### src/rtl/rsl_cfg.svh
// Strap latch constants: register offsets, field positions, reset values.
// Assumes inclusion by bare name from the strap latch design files.
`ifndef RSL_CFG_SVH
`define RSL_CFG_SVH

// ==========================================================================
// Register byte offsets (low address byte, word aligned)
`define RSL_OFS_STATUS 8'h00
`define RSL_OFS_LEDPOL 8'h04
`define RSL_OFS_CTRL 8'h08
`define RSL_OFS_PORTADDR 8'h0c

// ==========================================================================
// Field positions
`define RSL_ST_BASE_LSB 0
`define RSL_ST_MODE_LSB 8
`define RSL_ST_BCAST_BIT 16
`define RSL_ST_STYLE_BIT 17
`define RSL_ST_TEST_BIT 30
`define RSL_ST_CAP_BIT 31
`define RSL_CTL_BCAST_BIT 0
`define RSL_CTL_ACT_LSB 8
`define RSL_PA_STRIDE 8

// ==========================================================================
// Reset values and fixed addresses
`define RSL_RST_BASE 5'h00
`define RSL_RST_MODE 5'h00
`define RSL_RST_POL 8'h00
`define RSL_RST_ACT 8'h00
`define RSL_RST_WORD 32'h0000_0000
`define RSL_BCAST_ADDR 5'h00

`endif

### src/rtl/rsl_pkg.sv
// Types shared by the strap latch design.
// Assumes rsl_cfg.svh holds all numeric constants.
package rsl_pkg;

  // ========================================================================
  // Capture progress and LED style
  typedef enum logic {CAP_WAIT, CAP_DONE} rsl_cap_t;
  typedef enum logic {LED_TRICOLOR, LED_INDIVIDUAL} rsl_led_style_t;

endpackage

### src/rtl/rsl_strap_latch.sv
// Reset strap latch: captures board straps when chip reset is released.
// Assumes straps and pins synchronous to clk_sys, one AHB-Lite master.
`timescale 1ns/100ps
`default_nettype none
`include "rsl_cfg.svh"

module rsl_strap_latch
  import rsl_pkg::*;
(
  // Clock and reset
  input wire logic clk_sys,
  input wire logic rst_b,
  // Strap pins
  input wire logic [4:0] mgmtBaseAddrStrap,
  input wire logic [4:0] modeSelStrap,
  input wire logic broadcastDefaultStrap,
  input wire logic ledStyleStrap,
  input wire logic testSelect,
  // LED pins shared with polarity straps
  input wire logic [7:0] ledPinIn,
  output logic [7:0] ledPinOut,
  output logic [7:0] ledPinOe,
  // Management address match
  input wire logic [4:0] mgmtAddr,
  output logic [3:0] portHit,
  output logic broadcastHit,
  // Configuration to the ports
  output logic [19:0] portAddr,
  output logic [4:0] deviceMode,
  output logic ledStyle,
  output logic [7:0] ledOutputPolarity,
  output logic testState,
  output logic strapsValid,
  // AHB-Lite slave
  input wire logic hsel,
  input wire logic [31:0] haddr,
  input wire logic [1:0] htrans,
  input wire logic hwrite,
  input wire logic [2:0] hsize,
  input wire logic [31:0] hwdata,
  input wire logic hready,
  output logic [31:0] hrdata,
  output logic hreadyout,
  output logic hresp
);

  // ========================================================================
  // Helpers
  function automatic logic [4:0] rslPortAddr(input logic [4:0] base, input logic [1:0] idx);
    rslPortAddr = base + {3'h0, idx};
  endfunction

  // ========================================================================
  // Strap capture
  rsl_cap_t capFf;
  logic [4:0] baseFf;
  logic [4:0] modeFf;
  logic bcastStrapFf;
  rsl_led_style_t styleFf;
  logic [7:0] polFf;
  logic broadcastEnFf;
  logic [7:0] ledActiveFf;
  logic nxt_broadcastEn;
  logic [7:0] nxt_ledActive;

  wire capNow = (capFf == CAP_WAIT);
  wire captured = (capFf == CAP_DONE);

  // Capture in the first edge after release; LEDs stay undriven until then
  always_ff @(posedge clk_sys or negedge rst_b) begin
    if (!rst_b) begin
      capFf <= CAP_WAIT;
      baseFf <= `RSL_RST_BASE;
      modeFf <= `RSL_RST_MODE;
      bcastStrapFf <= 1'b0;
      styleFf <= LED_TRICOLOR;
      polFf <= `RSL_RST_POL;
    end else if (capNow) begin
      capFf <= CAP_DONE;
      baseFf <= mgmtBaseAddrStrap;
      modeFf <= modeSelStrap;
      bcastStrapFf <= broadcastDefaultStrap;
      styleFf <= ledStyleStrap ? LED_INDIVIDUAL : LED_TRICOLOR;
      polFf <= ~ledPinIn;
    end
  end
  // No else branch: values hold whatever the pins do later

  // ========================================================================
  // Outputs to the ports
  genvar g;
  for (g = 0; g < 4; g++) begin : gPort
    assign portAddr[g*5 +: 5] = rslPortAddr(baseFf, 2'(g));
    // Base above 0x1C would wrap the upper ports
    assign portHit[g] = captured && (mgmtAddr == rslPortAddr(baseFf, 2'(g)));
  end
  assign broadcastHit = captured && broadcastEnFf && (mgmtAddr == `RSL_BCAST_ADDR);
  assign deviceMode = modeFf;
  assign ledStyle = styleFf;
  assign ledOutputPolarity = polFf;
  assign strapsValid = captured;
  // Test state shuts the LED drivers and shows in status bit 30; nothing else depends on it
  assign testState = testSelect;
  assign ledPinOe = (captured && !testSelect) ? 8'hff : 8'h00;
  // Polarity one drives the active level as is, zero drives it inverted
  assign ledPinOut = polFf ~^ ledActiveFf;

  // ========================================================================
  // AHB-Lite slave: writes take one wait state so a following read is fresh
  logic wrPendFf;
  logic wrDoneFf;
  logic [7:0] wrAddrFf;
  logic [31:0] hrdataFf;

  wire accept = hsel && htrans[1] && hready;
  wire wrAccept = accept && hwrite;
  wire rdAccept = accept && !hwrite;
  wire wrCommit = wrPendFf && !wrDoneFf;
  wire ctrlWrite = wrCommit && (wrAddrFf == `RSL_OFS_CTRL);

  wire [31:0] statusWord = ({27'h0, baseFf} << `RSL_ST_BASE_LSB)
    | ({27'h0, modeFf} << `RSL_ST_MODE_LSB)
    | ({31'h0, bcastStrapFf} << `RSL_ST_BCAST_BIT)
    | ({31'h0, styleFf == LED_INDIVIDUAL} << `RSL_ST_STYLE_BIT)
    | ({31'h0, testSelect} << `RSL_ST_TEST_BIT)
    | ({31'h0, captured} << `RSL_ST_CAP_BIT);
  wire [31:0] polWord = {24'h0, polFf};
  wire [31:0] ctrlWord = ({31'h0, broadcastEnFf} << `RSL_CTL_BCAST_BIT)
    | ({24'h0, ledActiveFf} << `RSL_CTL_ACT_LSB);
  wire [31:0] paWord = {3'h0, portAddr[19:15], 3'h0, portAddr[14:10],
    3'h0, portAddr[9:5], 3'h0, portAddr[4:0]};
  wire [7:0] rdOfs = haddr[7:0];
  wire [31:0] rdWord = (rdOfs == `RSL_OFS_STATUS) ? statusWord :
    (rdOfs == `RSL_OFS_LEDPOL) ? polWord :
    (rdOfs == `RSL_OFS_CTRL) ? ctrlWord :
    (rdOfs == `RSL_OFS_PORTADDR) ? paWord : `RSL_RST_WORD;

  // Capture loads the broadcast default once; software may override later
  assign nxt_broadcastEn = capNow ? !broadcastDefaultStrap :
    ctrlWrite ? hwdata[`RSL_CTL_BCAST_BIT] : broadcastEnFf;
  assign nxt_ledActive = ctrlWrite ? hwdata[`RSL_CTL_ACT_LSB +: 8] : ledActiveFf;

  always_ff @(posedge clk_sys or negedge rst_b) begin
    if (!rst_b) begin
      broadcastEnFf <= 1'b0;
      ledActiveFf <= `RSL_RST_ACT;
    end else begin
      broadcastEnFf <= nxt_broadcastEn;
      ledActiveFf <= nxt_ledActive;
    end
  end

  always_ff @(posedge clk_sys or negedge rst_b) begin
    if (!rst_b) begin
      wrPendFf <= 1'b0;
      wrDoneFf <= 1'b0;
      wrAddrFf <= `RSL_OFS_STATUS;
    end else if (wrCommit) begin
      wrDoneFf <= 1'b1;
    end else begin
      wrPendFf <= wrAccept;
      wrDoneFf <= 1'b0;
      wrAddrFf <= wrAccept ? haddr[7:0] : wrAddrFf;
    end
  end

  always_ff @(posedge clk_sys or negedge rst_b) begin
    if (!rst_b) begin
      hrdataFf <= `RSL_RST_WORD;
    end else if (rdAccept) begin
      hrdataFf <= rdWord;
    end
  end

  assign hrdata = hrdataFf;
  assign hreadyout = !wrCommit;
  assign hresp = 1'b0;
endmodule // rsl_strap_latch

`default_nettype wire

### config.mk
export PLATFORM = sky130hd
export DESIGN_NAME = rsl_strap_latch
export DESIGN_NICKNAME = d
export VERILOG_FILES = /design/src/rtl/rsl_pkg.sv /design/src/rtl/rsl_strap_latch.sv
export VERILOG_INCLUDE_DIRS = /design/src /design/src/rtl
export SDC_FILE = /design/constraint.sdc
export NUM_CORES = 1
export LEC_CHECK = 0
export BUFFER_PORTS_ARGS = -buffer_cell sky130_fd_sc_hd__buf_2
export CAP_MARGIN = 15
export CORE_UTILIZATION = 40
export CTS_CLUSTER_SIZE = 16
export DETAILED_ROUTE_END_ITERATION = 8
export GPL_ROUTABILITY_DRIVEN = 0
export PLACE_DENSITY = 0.8
export SETUP_SLACK_MARGIN = 0.4
export SYNTH_ARGS = -nofsm -noshare
export SYNTH_HDL_FRONTEND = slang
export SYNTH_SLANG_ARGS = --single-unit
### constraint.sdc
create_clock -name clk_sys -period 1.76 [get_ports clk_sys]
set_input_delay 0.352 -clock clk_sys [delete_from_list [all_inputs] [get_ports clk_sys]]
set_output_delay 0.352 -clock clk_sys [all_outputs]
set_load 0.05 [all_outputs]
After elaboration in Yosys (flattened, before gate mapping)
Index checks and enable logic that the tools add are counted.
{ "op_classes": {"addsub": 3, "n_mul": 0, "div_mod_pow": 0, "order_cmp": 0, "n_eq_ne": 9, "shift": 0, "n_mux": 9, "n_bitwise": 9, "reduce_logical": 21} }
{ "ops": {"columns": ["operator", "n"], "rows": [
  ["$mux 29", 3],
  ["$mux 32", 1],
  ["$or 31x32->32", 1],
  ["$or 18x31->31", 1],
  ["$eq 8x4->1 const B", 3],
  ["$eq 5x5->1", 4],
  ["$or 17x18->18", 1],
  ["$or 13x17->17", 1],
  ["$or 1x16->16", 1],
  ["$logic_and 1x1->1", 13],
  ["$or 5x13->13", 1],
  ["$add 5x2->5 const B", 2],
  ["$eq 8x3->1 const B", 1],
  ["$logic_not 8->1", 1],
  ["$mux 8", 1],
  ["$not 8->8", 1],
  ["$xnor 8x8->8", 1],
  ["$add 5x1->5 const B", 1],
  ["$logic_not 1->1", 5],
  ["$logic_not 5->1", 1],
  ["$mux 1", 4],
  ["$ne 2x1->1 const B", 1],
  ["$reduce_and 2->1", 1],
  ["$not 1->1", 1]
]} }
{ "totals": {"register_bits": 72, "latchBits": 0, "ram_bits": 0, "rom_bits": 0, "inputBits": 100, "mem_count": 0} }

Longest topological paths before layout
Gate-level depths: netlist of run 1.
{ "depth": {"ltp_word": 6, "mapped_depth": 6, "ltp_nobuf": 6} }

Worst setup path before layout of run 1
No wires, ideal clock.
{ "synth_timing": {"path_type": "reg2out", "startpoint": "register baseFf[1]", "endpoint": "output port portHit[3]", "arrival_ns": 4.952, "t_required_ns": 1.408, "setup_slack_ns": -3.544, "stages_incl_launch_ff": 7, "path_cell_list": "dfrtp_1 inv_1 ha_1 a21oi_1 xnor2_1 xor2_1 a2111oi_0"} }
{ "synth_via": {"elab_chain_cells": 3} }
{ "synth_rtl": {"columns": ["element", "line", "text"], "rows": [
  ["from (decl)", "rsl_strap_latch.sv:56", "logic [4:0] baseFf;"],
  ["from (signal assigned)", "rsl_strap_latch.sv:73", "baseFf <= `RSL_RST_BASE;"],
  ["from (signal assigned)", "rsl_strap_latch.sv:80", "baseFf <= mgmtBaseAddrStrap;"],
  ["$add 5x2->5", null, null],
  ["named net portAddr[18]", "rsl_strap_latch.sv:28", "output logic [19:0] portAddr,"],
  ["$eq 5x5->1", "rsl_strap_latch.sv:95", "assign portHit[g] = captured && (mgmtAddr == rslPortAddr(baseFf, 2'(g)));"],
  ["$logic_and 1x1->1", "rsl_strap_latch.sv:95", null],
  ["to (decl)", "rsl_strap_latch.sv:25", "output logic [3:0] portHit,"]
]} }
The timed path passes the listed nets, and every way through them passes these cells.

Final worst setup path of run 1
{ "layout_timing": {"startpoint": "register baseFf[1]", "endpoint": "output port portHit[3]"} }
{ "layout_via": {"elab_chain_cells": 3} }
{ "layout_rtl": {"columns": ["element", "line", "text"], "rows": [
  ["$add 5x2->5", "rsl_strap_latch.sv:50", "rslPortAddr = base + {3'h0, idx};"],
  ["$eq 5x5->1", "rsl_strap_latch.sv:95", null],
  ["$logic_and 1x1->1", "rsl_strap_latch.sv:95", null]
]} }
Every way passes these cells.

==> out/summary.txt, run 1 <==
Status - finished with violations
Violated checks - hold timing, setup timing
Post-synthesis mux area share - 12.43%
Largest net degree at the start of global routing - 69
Post-Synth Adder-Cell Area - 1.497%
Post-synthesis simple-gate area fraction - 9.880%
Area growth syn-to-layout - 93.04%
Final hold violations - 1
Detailed Place HPWL - 7719 um
1st-iter DRT viols - 129
P per Cell Area - 1074 nW/um^2
Compound-Gate Fraction of Synth Area - 10.82%
Sequential area share after synthesis - 50.90%
Peak supply drop - 0.7004 mV
Initial core utilization - 42.39%
Placed insts - 559
Post-synthesis register bit count - 68
Yosys warning total - 0
Final Routed Wirelength - 12,410 um
Unrepaired setup endpoints after global routing - yes
Largest delay contributor family on the critical path - compound AO/OA/AOI/OAI gates
Via count - 3,284
Most used cell, CP - buf_6
Leakage - 3.010 nW
Asr flop ratio synth - 100.0%
Critical path's slowest cell - dfrtp_4
Cts bufs inserted - 9
Clk root buf - clkbuf_8
CORE AREA - 7888 um^2
Post-route non-filler standard cell count - 619
Synth unique cells - 46
# DRC - 0
Bufs and invs on worst path - 3
Main combinational cell family by area after synthesis - multiplexers
Share of the synthesized area in the top cell type - 50.90%
DR WL/cell - 20.05 um
Reg clk slew, reported paths - 0.08 ns
Count of input and output buffers - 134
CTS tree - yes
# diodes - 0
Mean Syn Cell Area - 11.29 um^2
Post-synth EDFFs - 0
# setup viols final - 16
Crit-path max FO - 5
Share of cells above drive strength 1 - 73.50%
Ports - 191
Critical path arrival - 2.09 ns
Critical Path Start Type - flop
Final setup skew - 0.01185 ns
Skew-Pair Late Insertion Delay - 0.34 ns
Synthesized area - 3343 um^2
Critical path class - reg2out
Largest cells by area after synthesis - dfrtp_1 (51%), mux2_2 (9.4%), xnor2_1 (4.7%)
Synth Area in XOR/XNOR - 7.335%
CTS Hold Bufs - 0
Tcrit/Tclk final - 139.0%
Largest buffer count on any clock path - 2
Critical path data required time - 1.41 ns
H-tree Lvls - 3
FP Rows - 32
DIE HEIGHT - 93.42 um
Final min period - 2.446 ns
Final Power - 6.930 mW
Critical path's largest stage delay - 0.47 ns
PnR worst setup slack - -0.6862 ns
Vias in the first global route - 3,433
HP Class - in2async
Routed Antenna Nets - 0
Fin Hold WS - -0.001279 ns
Fin nets - 616
Cell count after synthesis - 296
First-pass GRT wire length - 17,870 um
Grt total ovfl - 0
Max-Cap Viols - 0
Leading area contributor after synthesis - dfrtp_1
First-pass DRT Iterations - 4
GRT Overall Usage - 27.39%
Die area - 8727 um^2
Highest clock rate - 408.8 MHz
Setup_tns - -6.306 ns
Most common flop cell mapped by yosys - dfrtp_1
Pre-CTS setup slack - -0.4047 ns
Worst setup EP type - primary output
Crit-path cells - clkinvlp_4, buf_6, ha_4, nand2_1, o211ai_1, a2111oi_4, buf_6
Die width - 93.42 um
Avg Vias per Cell - 5.305
Initial antenna violation count - 0
Fin. max-slew vios - 0
Clk sinks - 68
## worst paths after layout
kind / end / from / cells after the start / slack [ns]
min in group clk_sys: ledOutputPolarity[1] / ledPinIn[1] / 2 / 0.17
max in group asynchronous: baseFf[1] / rst_b / 2 / 1.38
min: hrdata[26] / rst_b / 2 / -0.001
max reg2reg: hrdata[12] / baseFf[1] / 10 / -0.20
min reg2reg: hrdata[18] / hrdata[18] / 2 / 0.48
max: portHit[3] / baseFf[1] / 7 / -0.69
## logic make-up (layout without fill, tap and decap cells)
group                      after synthesis  in the layout
buffers and inverters                   44            261
other                                    2              6
muxes                                   38             38
AOI/OAI and AO/OA                       49             49
and+or+nand+nor                         63             63
adders and majority gates                4              4
xor gates and xnor gates                28             28
DFF                                     68             68
## report_power, final
| part | leakage, nW | internal (mW) | total, mW | switching, mW |
|---|---|---|---|---|
| registers | 0.838 | 1.83 | 2.16 | 0.332 |
| logic | 2.07 | 1.63 | 3.34 | 1.71 |
| clock network | 0.102 | 0.799 | 1.43 | 0.636 |
## synthesized netlist by cell type (2+ instances only)
cell      count
nor2_1       14
buf_4        15
mux2_2       28
a221o_2       4
a21oi_1       8
nand2b_1      4
nand2_1      16
clkbuf_1     10
buf_2         2
xor2_1       10
xnor2_1      18
dfrtp_1      68
nor2_4        2
buf_1         3
a32o_1        5
nor4_1        4
o21ai_0      11
a22o_1       10
mux2i_1      10
nor3_1        5
inv_1        12
o22ai_1       3
nand3_1       6
ha_1          4
or4_1         2
conb_1        2
## layout by cell type, fill, tap and decap left out, drive strengths merged, types with 8 or more instances in the layout
cell and n:
buf 221, dfrtp 68, mux2 28, clkbuf 21, xnor2 18, nor2 17, nand2 16, o21ai 11
a22o 10, mux2i 10, xor2 10, a21oi 8, inv 8
## stage by stage
stage               util, %  cell area [um^2]
global route          81.82              6454
detailed placement    62.61              4938
global placement      62.61              4938
CTS                   77.22              6091
floorplan                 -              4021
finish                81.82              6454
## state kept, by name (all words and copies together) (netlist names)
| register | flops |
|---|---|
| hrdata | 28 |
| ledActiveFf | 8 |
| ledOutputPolarity | 8 |
| wrAddrFf | 8 |
| baseFf | 5 |
| deviceMode | 5 |
| bcastStrapFf | 1 |
| broadcastEnFf | 1 |
| ledStyle | 1 |
| strapsValid | 1 |
| wrDoneFf | 1 |
| wrPendFf | 1 |
## final cells by class
class	count	area (um^2)
multi-input cells	188	2181
repair buffers	232	2123
flip-flops and latches	68	1732
fillers	410	1434
clock buffers	10	127.6
well taps	102	127.6
clock inverters	6	88.84
inverters	13	73.82
## timing repair
item                       4_1_cts  5_1_grt
setup endpoints to repair       90      103
pin swaps                       35       21
resized for setup              202       53
setup buffers                   26       18
## metal layers
layer / part of all wire [%] / up-vias / routed length (um) / GRT usage [%]
met3: 4.4 / 40 / 548 / 5.772
met2: 53 / 136 / 6570 / 49.02
met4: 4.2 / 0 / 515 / 10.90
met5: 0 / - / 0 / 0
li1: - / 1447 / - / -
met1: 38 / 1661 / 4773 / 31.85
## worst reg2reg max path: cells and delay by family (launching register included)
family	cells	cell delay, ns
and+or+nand+nor	2	0.16
buffers and inverters	5	0.66
AOI/OAI and AO/OA	1	0.26
adders and majority gates	1	0.16
DFF	1	0.47
xor gates and xnor gates	1	0.12
Power figures use the tool's default switching activity.
==> inputs of run 2 (changes only) <==
CORE_ASPECT_RATIO = 0.6   (was not set)
TNS_END_PERCENT = 20   (was not set)
==> run 2 against run 1 <==
The flow finishes with violations (setup timing). Clock power is 15% higher. Sequential power is 5% lower. Critical path type unchanged. Cell area down 9.4%. Global-route usage is 0.87 points lower. Wire length is 10% lower.
==> out/summary.txt, run 2 (synthesis results as in run 1) <==
Routed Antenna Nets - 0 (unchanged)
Commonest cells after routing, fill and taps aside - buf_2 (72), buf_4 (63), dfrtp_1 (61), buf_6 (47), mux2_2 (20) (was buf_2 (68), buf_4 (62), buf_6 (55), dfrtp_1 (46))
Sw Pwr - 2.438 mW (was 2.678 mW)
Leakage - 2.806 nW (was 3.010 nW)
CTS tree - yes (unchanged)
DIE HEIGHT - 72.82 um (was 93.42 um)
1st-iter DRT viols - 123 (was 129)
Final Routed Wirelength - 11,110 um (was 12,410 um)
Most common cell after layout, fill and taps aside - buf_2 (unchanged)
Ports - 191 (unchanged)
Peak supply drop - 0.7295 mV (was 0.7004 mV)
Initial core utilization - 41.91% (was 42.39%)
Final hold violations - 0 (was 1)
Status - finished with violations (unchanged)
Most used cell, CP - buf_4 (was buf_6)
Critical Path Start Type - flop (unchanged)
Placed Area - 4676 um^2 (was 4938 um^2)
Violated checks - setup timing (was hold timing, setup timing)
Register area - 1713 um^2 (was 1732 um^2)
Comb pwr share - 42.6% (was 48.2%)
Post-route non-filler standard cell count - 599 (was 619)
Clk sinks - 68 (unchanged)
Placed insts - 567 (was 559)
Largest delay contributor family on the critical path - flip-flops (was compound AO/OA/AOI/OAI gates)
Detailed Place HPWL - 7770 um (was 7719 um)
H-tree Lvls - 3 (unchanged)
Vias in the first global route - 3,059 (was 3,433)
Crit-path cells - buf_4, ha_4, buf_4, xnor2_2, o221ai_2, a211oi_4, buf_6 (was clkinvlp_4, buf_6, ha_4, nand2_1, o211ai_1, a2111oi_4, buf_6)
Area growth syn-to-layout - 74.96% (was 93.04%)
Worst setup EP type - primary output (unchanged)
Clk root buf - clkbuf_16 (was clkbuf_8)
Grt total ovfl - 0 (unchanged)
Switching part of the total power - 37.82% (was 38.64%)
Max-Cap Viols - 0 (unchanged)
Largest buffer count on any clock path - 2 (unchanged)
Die width - 120.0 um (was 93.42 um)
CORE AREA - 7976 um^2 (was 7888 um^2)
Fin. max-slew vios - 0 (unchanged)
GR Util met3 - 6.563% (was 5.772%)
Hold Path Origin - ledPinIn[5]
CP startpoint - baseFf[1] (unchanged)
Die area - 8740 um^2 (was 8727 um^2)
# setup viols final - 18 (was 16)
Critical path's slowest cell - dfrtp_4 (unchanged)
Initial antenna violation count - 0 (unchanged)
Critical path arrival - 2.05 ns (was 2.09 ns)
Clk network pwr share - 25.4% (was 20.7%)
Non-Filler Cell Area, Final - 5849 um^2 (was 6454 um^2)
Sequential share of power - 32.0% (was 31.1%)
Bufs and invs on worst path - 3 (unchanged)
Largest net degree at the start of global routing - 36 (was 69)
Crit Reg-Reg Startpoint - baseFf[1] (unchanged)
Fill count - 522 (was 410)
Max FFs per register - 28 (unchanged)
Busiest grt layer - met2 (unchanged)
Post-layout util - 73.33% (was 81.82%)
Skew-Pair Late Insertion Delay - 0.33 ns (was 0.34 ns)
Area of the multi-input gates - 1983 um^2 (was 2181 um^2)
P per Cell Area - 1102 nW/um^2 (was 1074 nW/um^2)
# diodes - 0 (unchanged)
Critical path's largest stage delay - 0.50 ns (was 0.47 ns)
Highest clock rate - 415.6 MHz (was 408.8 MHz)
Pre-CTS setup slack - -0.4118 ns (was -0.4047 ns)
# DRC - 0 (unchanged)
GRT Overall Usage - 26.53% (was 27.39%)
Critical path class - reg2out (unchanged)
Avg Vias per Cell - 5.085 (was 5.305)
Via count - 3,046 (was 3,284)
Count of input and output buffers - 134 (unchanged)
First-pass GRT wire length - 16,880 um (was 17,870 um)
Fin Hold WS - 0.1911 ns (was -0.001279 ns)
Share of cells above drive strength 1 - 64.97% (was 73.50%)
Tcrit/Tclk final - 136.7% (was 139.0%)
Final setup skew - 0.009215 ns (was 0.01185 ns)
DR WL/cell - 18.54 um (was 20.05 um)
GR Util met2 - 43.10% (was 49.02%)
Critical path data required time - 1.41 ns (about the same)
First-pass DRT Iterations - 4 (unchanged)
Cts bufs inserted - 9 (unchanged)
Internal power - 4.008 mW (was 4.252 mW)
PnR worst setup slack - -0.6459 ns (was -0.6862 ns)
Reg clk slew, reported paths - 0.06 ns (was 0.08 ns)
FP Rows - 25 (was 32)
HP Class - in2reg (was in2async)
Crit-path max FO - 4 (was 5)
Final min period - 2.406 ns (was 2.446 ns)
Unrepaired setup endpoints after global routing - yes (unchanged)
Fin nets - 591 (was 616)
GR met1 Demand/Resource - 36.32% (was 31.85%)
run 2: timing repair:
action,4_1_cts,5_1_grt
pin swaps,51,34
setup endpoints to repair,85,91
endpoints found under the hold margin,26,0
resized for setup,161,38
buffers inserted,10,6
hold buffers,1,0
run 2: worst reg2reg max path: cells and delay by family (launching register included):
family	cells	cell delay, ns
fa+ha+maj	1	0.17
buf+inv	4	0.60
simple gates	1	0.07
flops	1	0.50
compound gates	2	0.27
xor+xnor	1	0.16
run 2: final cells by class:
type	count	area share, %
Tap cell	108	2.310
Sequential cell	68	29.28
Clock buffer	13	4.449
Inverter	13	1.155
Timing Repair Buffer	207	28.73
Clock inverter	2	0.1711
Multi-Input combinational cell	188	33.90
run 2: worst paths after layout:
check                                  endpoint  slack, ns  cells after the start
setup / recovery                     portHit[1]      -0.65                      7
hold reg to reg                      hrdata[24]       0.48                      2
max in group asynchronous  ledOutputPolarity[0]       0.67                      3
min in group asynchronous              ledStyle       0.52                      2
setup reg to reg                     hrdata[10]      -0.13                      9
hold / removal             ledOutputPolarity[5]       0.19                      2
run 2: metrics by stage:
| step | setup TNS [ns] | power, mW |
|---|---|---|
| 2_1_floorplan | -12.05 | 3.592 |
| 3_3_place_gp | -7.216 | 4.138 |
| 3_5_place_dp | -7.784 | 4.194 |
| 4_1_cts | -4.970 | 6.295 |
| 5_1_grt | -6.818 | 6.716 |
| 6_report | -5.653 | 6.445 |
run 2: layer usage:
metal,up-vias,routed length [um]
li1,1403,-
met1,1516,4895
met2,121,5407
met3,6,736
met4,0,69
met5,-,0
run 2: power by group through the flow:
stage	clock network, mW	registers, mW	logic, mW
final	1.64	2.06	2.75
after global routing	1.75	2.09	2.88
after CTS	1.66	2.03	2.61
after detailed placement	0	2.03	2.16
after global placement	0	2.01	2.13
after floorplan	0	2.14	1.45
==> inputs of run 3 (changes only) <==
CTS_BUF_LIST = sky130_fd_sc_hd__clkbuf_16   (was not set)
PLACE_DENSITY = 0.77   (was 0.8)
==> run 3 against run 2 <==
The run still ends with setup timing left. Register-to-register slack about the same. Combinational power up 3%. Maximum frequency grew 0.46%. Count of clock-buffer cells in the layout fell by 4. Clock skew fell by 0.0036 ns. Setup slack better by 0.011 ns. Clock power is 5% higher. Largest cell class unchanged.
==> out/summary.txt, run 3 (synthesis results as in run 1) <==
Count of input and output buffers - 134 (unchanged)
Critical path arrival - 2.04 ns (was 2.05 ns)
Highest clock rate - 417.6 MHz (was 415.6 MHz)
Clk sinks - 68 (unchanged)
Reg clk slew, reported paths - 0.06 ns (about the same)
Grt total ovfl - 0 (unchanged)
Detailed Place HPWL - 7766 um (was 7770 um)
Critical path data required time - 1.41 ns (about the same)
Largest delay contributor family on the critical path - buffers and inverters (was flip-flops)
Most common cell after layout, fill and taps aside - buf_2 (unchanged)
Via count - 3,164 (was 3,046)
# setup viols final - 21 (was 18)
Critical Path Start Type - flop (unchanged)
Avg Vias per Cell - 5.256 (was 5.085)
Max FFs per register - 28 (unchanged)
Clk root buf - clkbuf_16 (unchanged)
P per Cell Area - 1111 nW/um^2 (was 1102 nW/um^2)
First-pass DRT Iterations - 4 (unchanged)
Cts bufs inserted - 9 (unchanged)
Leakage - 2.835 nW (was 2.806 nW)
Share of cells above drive strength 1 - 65.18% (was 64.97%)
Vias in the first global route - 3,117 (was 3,059)
Largest net degree at the start of global routing - 36 (unchanged)
1st-iter DRT viols - 176 (was 123)
Critical path class - reg2out (unchanged)
Tcrit/Tclk final - 136.1% (was 136.7%)
# DRC - 0 (unchanged)
H-tree Lvls - 3 (unchanged)
Crit-path cells - clkinvlp_4, ha_4, xnor2_4, buf_4, a2111oi_4, buf_6 (was buf_4, ha_4, buf_4, xnor2_2, o221ai_2, a211oi_4, buf_6)
Ports - 191 (unchanged)
Final Routed Wirelength - 11,890 um (was 11,110 um)
HP Class - in2reg (unchanged)
Final hold violations - 0 (unchanged)
Final setup skew - 0.005594 ns (was 0.009215 ns)
Final min period - 2.395 ns (was 2.406 ns)
CORE AREA - 7976 um^2 (unchanged)
Max-Cap Viols - 0 (unchanged)
Fin. max-slew vios - 0 (unchanged)
Violated checks - setup timing (unchanged)
Status - finished with violations (unchanged)
Area of the multi-input gates - 1969 um^2 (was 1983 um^2)
Bufs and invs on worst path - 3 (unchanged)
Skew-Pair Late Insertion Delay - 0.33 ns (about the same)
Register area - 1713 um^2 (unchanged)
Die area - 8740 um^2 (unchanged)
First-pass GRT wire length - 16,440 um (was 16,880 um)
GRT Overall Usage - 25.60% (was 26.53%)
Area growth syn-to-layout - 77.32% (was 74.96%)
Initial core utilization - 41.91% (unchanged)
DR WL/cell - 19.75 um (was 18.54 um)
Setup_tns - -6.094 ns (was -5.653 ns)
Peak supply drop - 0.8438 mV (was 0.7295 mV)
Die width - 120.0 um (unchanged)
Final Power - 6.588 mW (was 6.445 mW)
Initial antenna violation count - 0 (unchanged)
Fill count - 539 (was 522)
CTS tree - yes (unchanged)
DIE HEIGHT - 72.82 um (unchanged)
Routed Antenna Nets - 0 (unchanged)
Unrepaired setup endpoints after global routing - yes (unchanged)
Commonest cells after routing, fill and taps aside - buf_2 (72), buf_4 (64), dfrtp_1 (61), buf_6 (48), mux2_2 (17) (was buf_2 (72), buf_4 (63), dfrtp_1 (61), buf_6 (47), mux2_2 (20))
Critical path's slowest cell - dfrtp_4 (unchanged)
Largest buffer count on any clock path - 2 (unchanged)
Crit-path max FO - 5 (was 4)
Critical path's largest stage delay - 0.45 ns (was 0.50 ns)
Fin nets - 593 (was 591)
FP Rows - 25 (unchanged)
# diodes - 0 (unchanged)
PnR worst setup slack - -0.6349 ns (was -0.6459 ns)
Worst setup EP type - primary output (unchanged)
-- run 3: layout make-up --
class | instances | share of cell area, %
clock inverter | 7 | 0.9920
timing repair buffer | 209 | 29.67
inverter | 13 | 1.140
clock buffer | 9 | 3.799
sequential | 68 | 28.89
multi-input combinational | 188 | 33.22
tap | 108 | 2.279
-- run 3: power breakdown --
part | switching [mW] | internal (mW) | total, mW
clock | 0.652 | 1.07 | 1.73
combinational | 1.59 | 1.23 | 2.82
sequential | 0.230 | 1.81 | 2.04
-- run 3: worst reg2reg max path, cell delays in order, from the launching register on --
cell and delay (ns):
dfrtp_4 0.45, clkinvlp_4 0.18, ha_4 0.21, a21oi_4 0.18
xnor2_4 0.10, buf_4 0.14, buf_4 0.12, buf_6 0.11
buf_4 0.12, a22o_1 0.17
-- run 3: path summary, 6_finish.rpt --
path / from / endpoint / slack (ns) / depth (start not counted)
min in group asynchronous: rst_b / hrdata[27] / 0.52 / 2
worst min-delay path: ledPinIn[1] / ledOutputPolarity[1] / 0.19 / 2
worst max-delay path: baseFf[1] / portHit[3] / -0.63 / 6
worst max register to register: baseFf[1] / hrdata[27] / -0.12 / 9
max in group asynchronous: rst_b / ledOutputPolarity[0] / 0.66 / 3
worst min register to register: hrdata[15] / hrdata[15] / 0.48 / 1
-- run 3: per-stage QoR --
step | hold WS (ns) | instances | utilization [%] | worst slack (ns) | instance area [um^2]
final | 0.1884 | 602 | 74.32 | -0.6349 | 5928
after global placement | 0.3278 | 567 | 58.62 | -0.3857 | 4676
after CTS | 0.1748 | 591 | 69.65 | -0.6046 | 5555
after floorplan | 0.05641 | 300 | - | -1.063 | 3700
after global routing | 0.1830 | 602 | 74.32 | -0.7015 | 5928
after detailed placement | 0.3398 | 567 | 58.62 | -0.3953 | 4676
-- run 3: timing repair --
action,in CTS,in global routing
pin swaps,45,45
setup endpoints to repair,86,98
hold buffers,1,0
buffers inserted,7,11
resized for setup,144,70
hold endpoints to repair,24,0
-- run 3: metal layers --
metal	global-route usage [%]	vias up	wire [um]
li1	-	1410	-
met1	35.16	1591	5156
met2	40.23	142	5729
met3	7.187	21	828
met4	6.389	0	178
met5	0	-	0
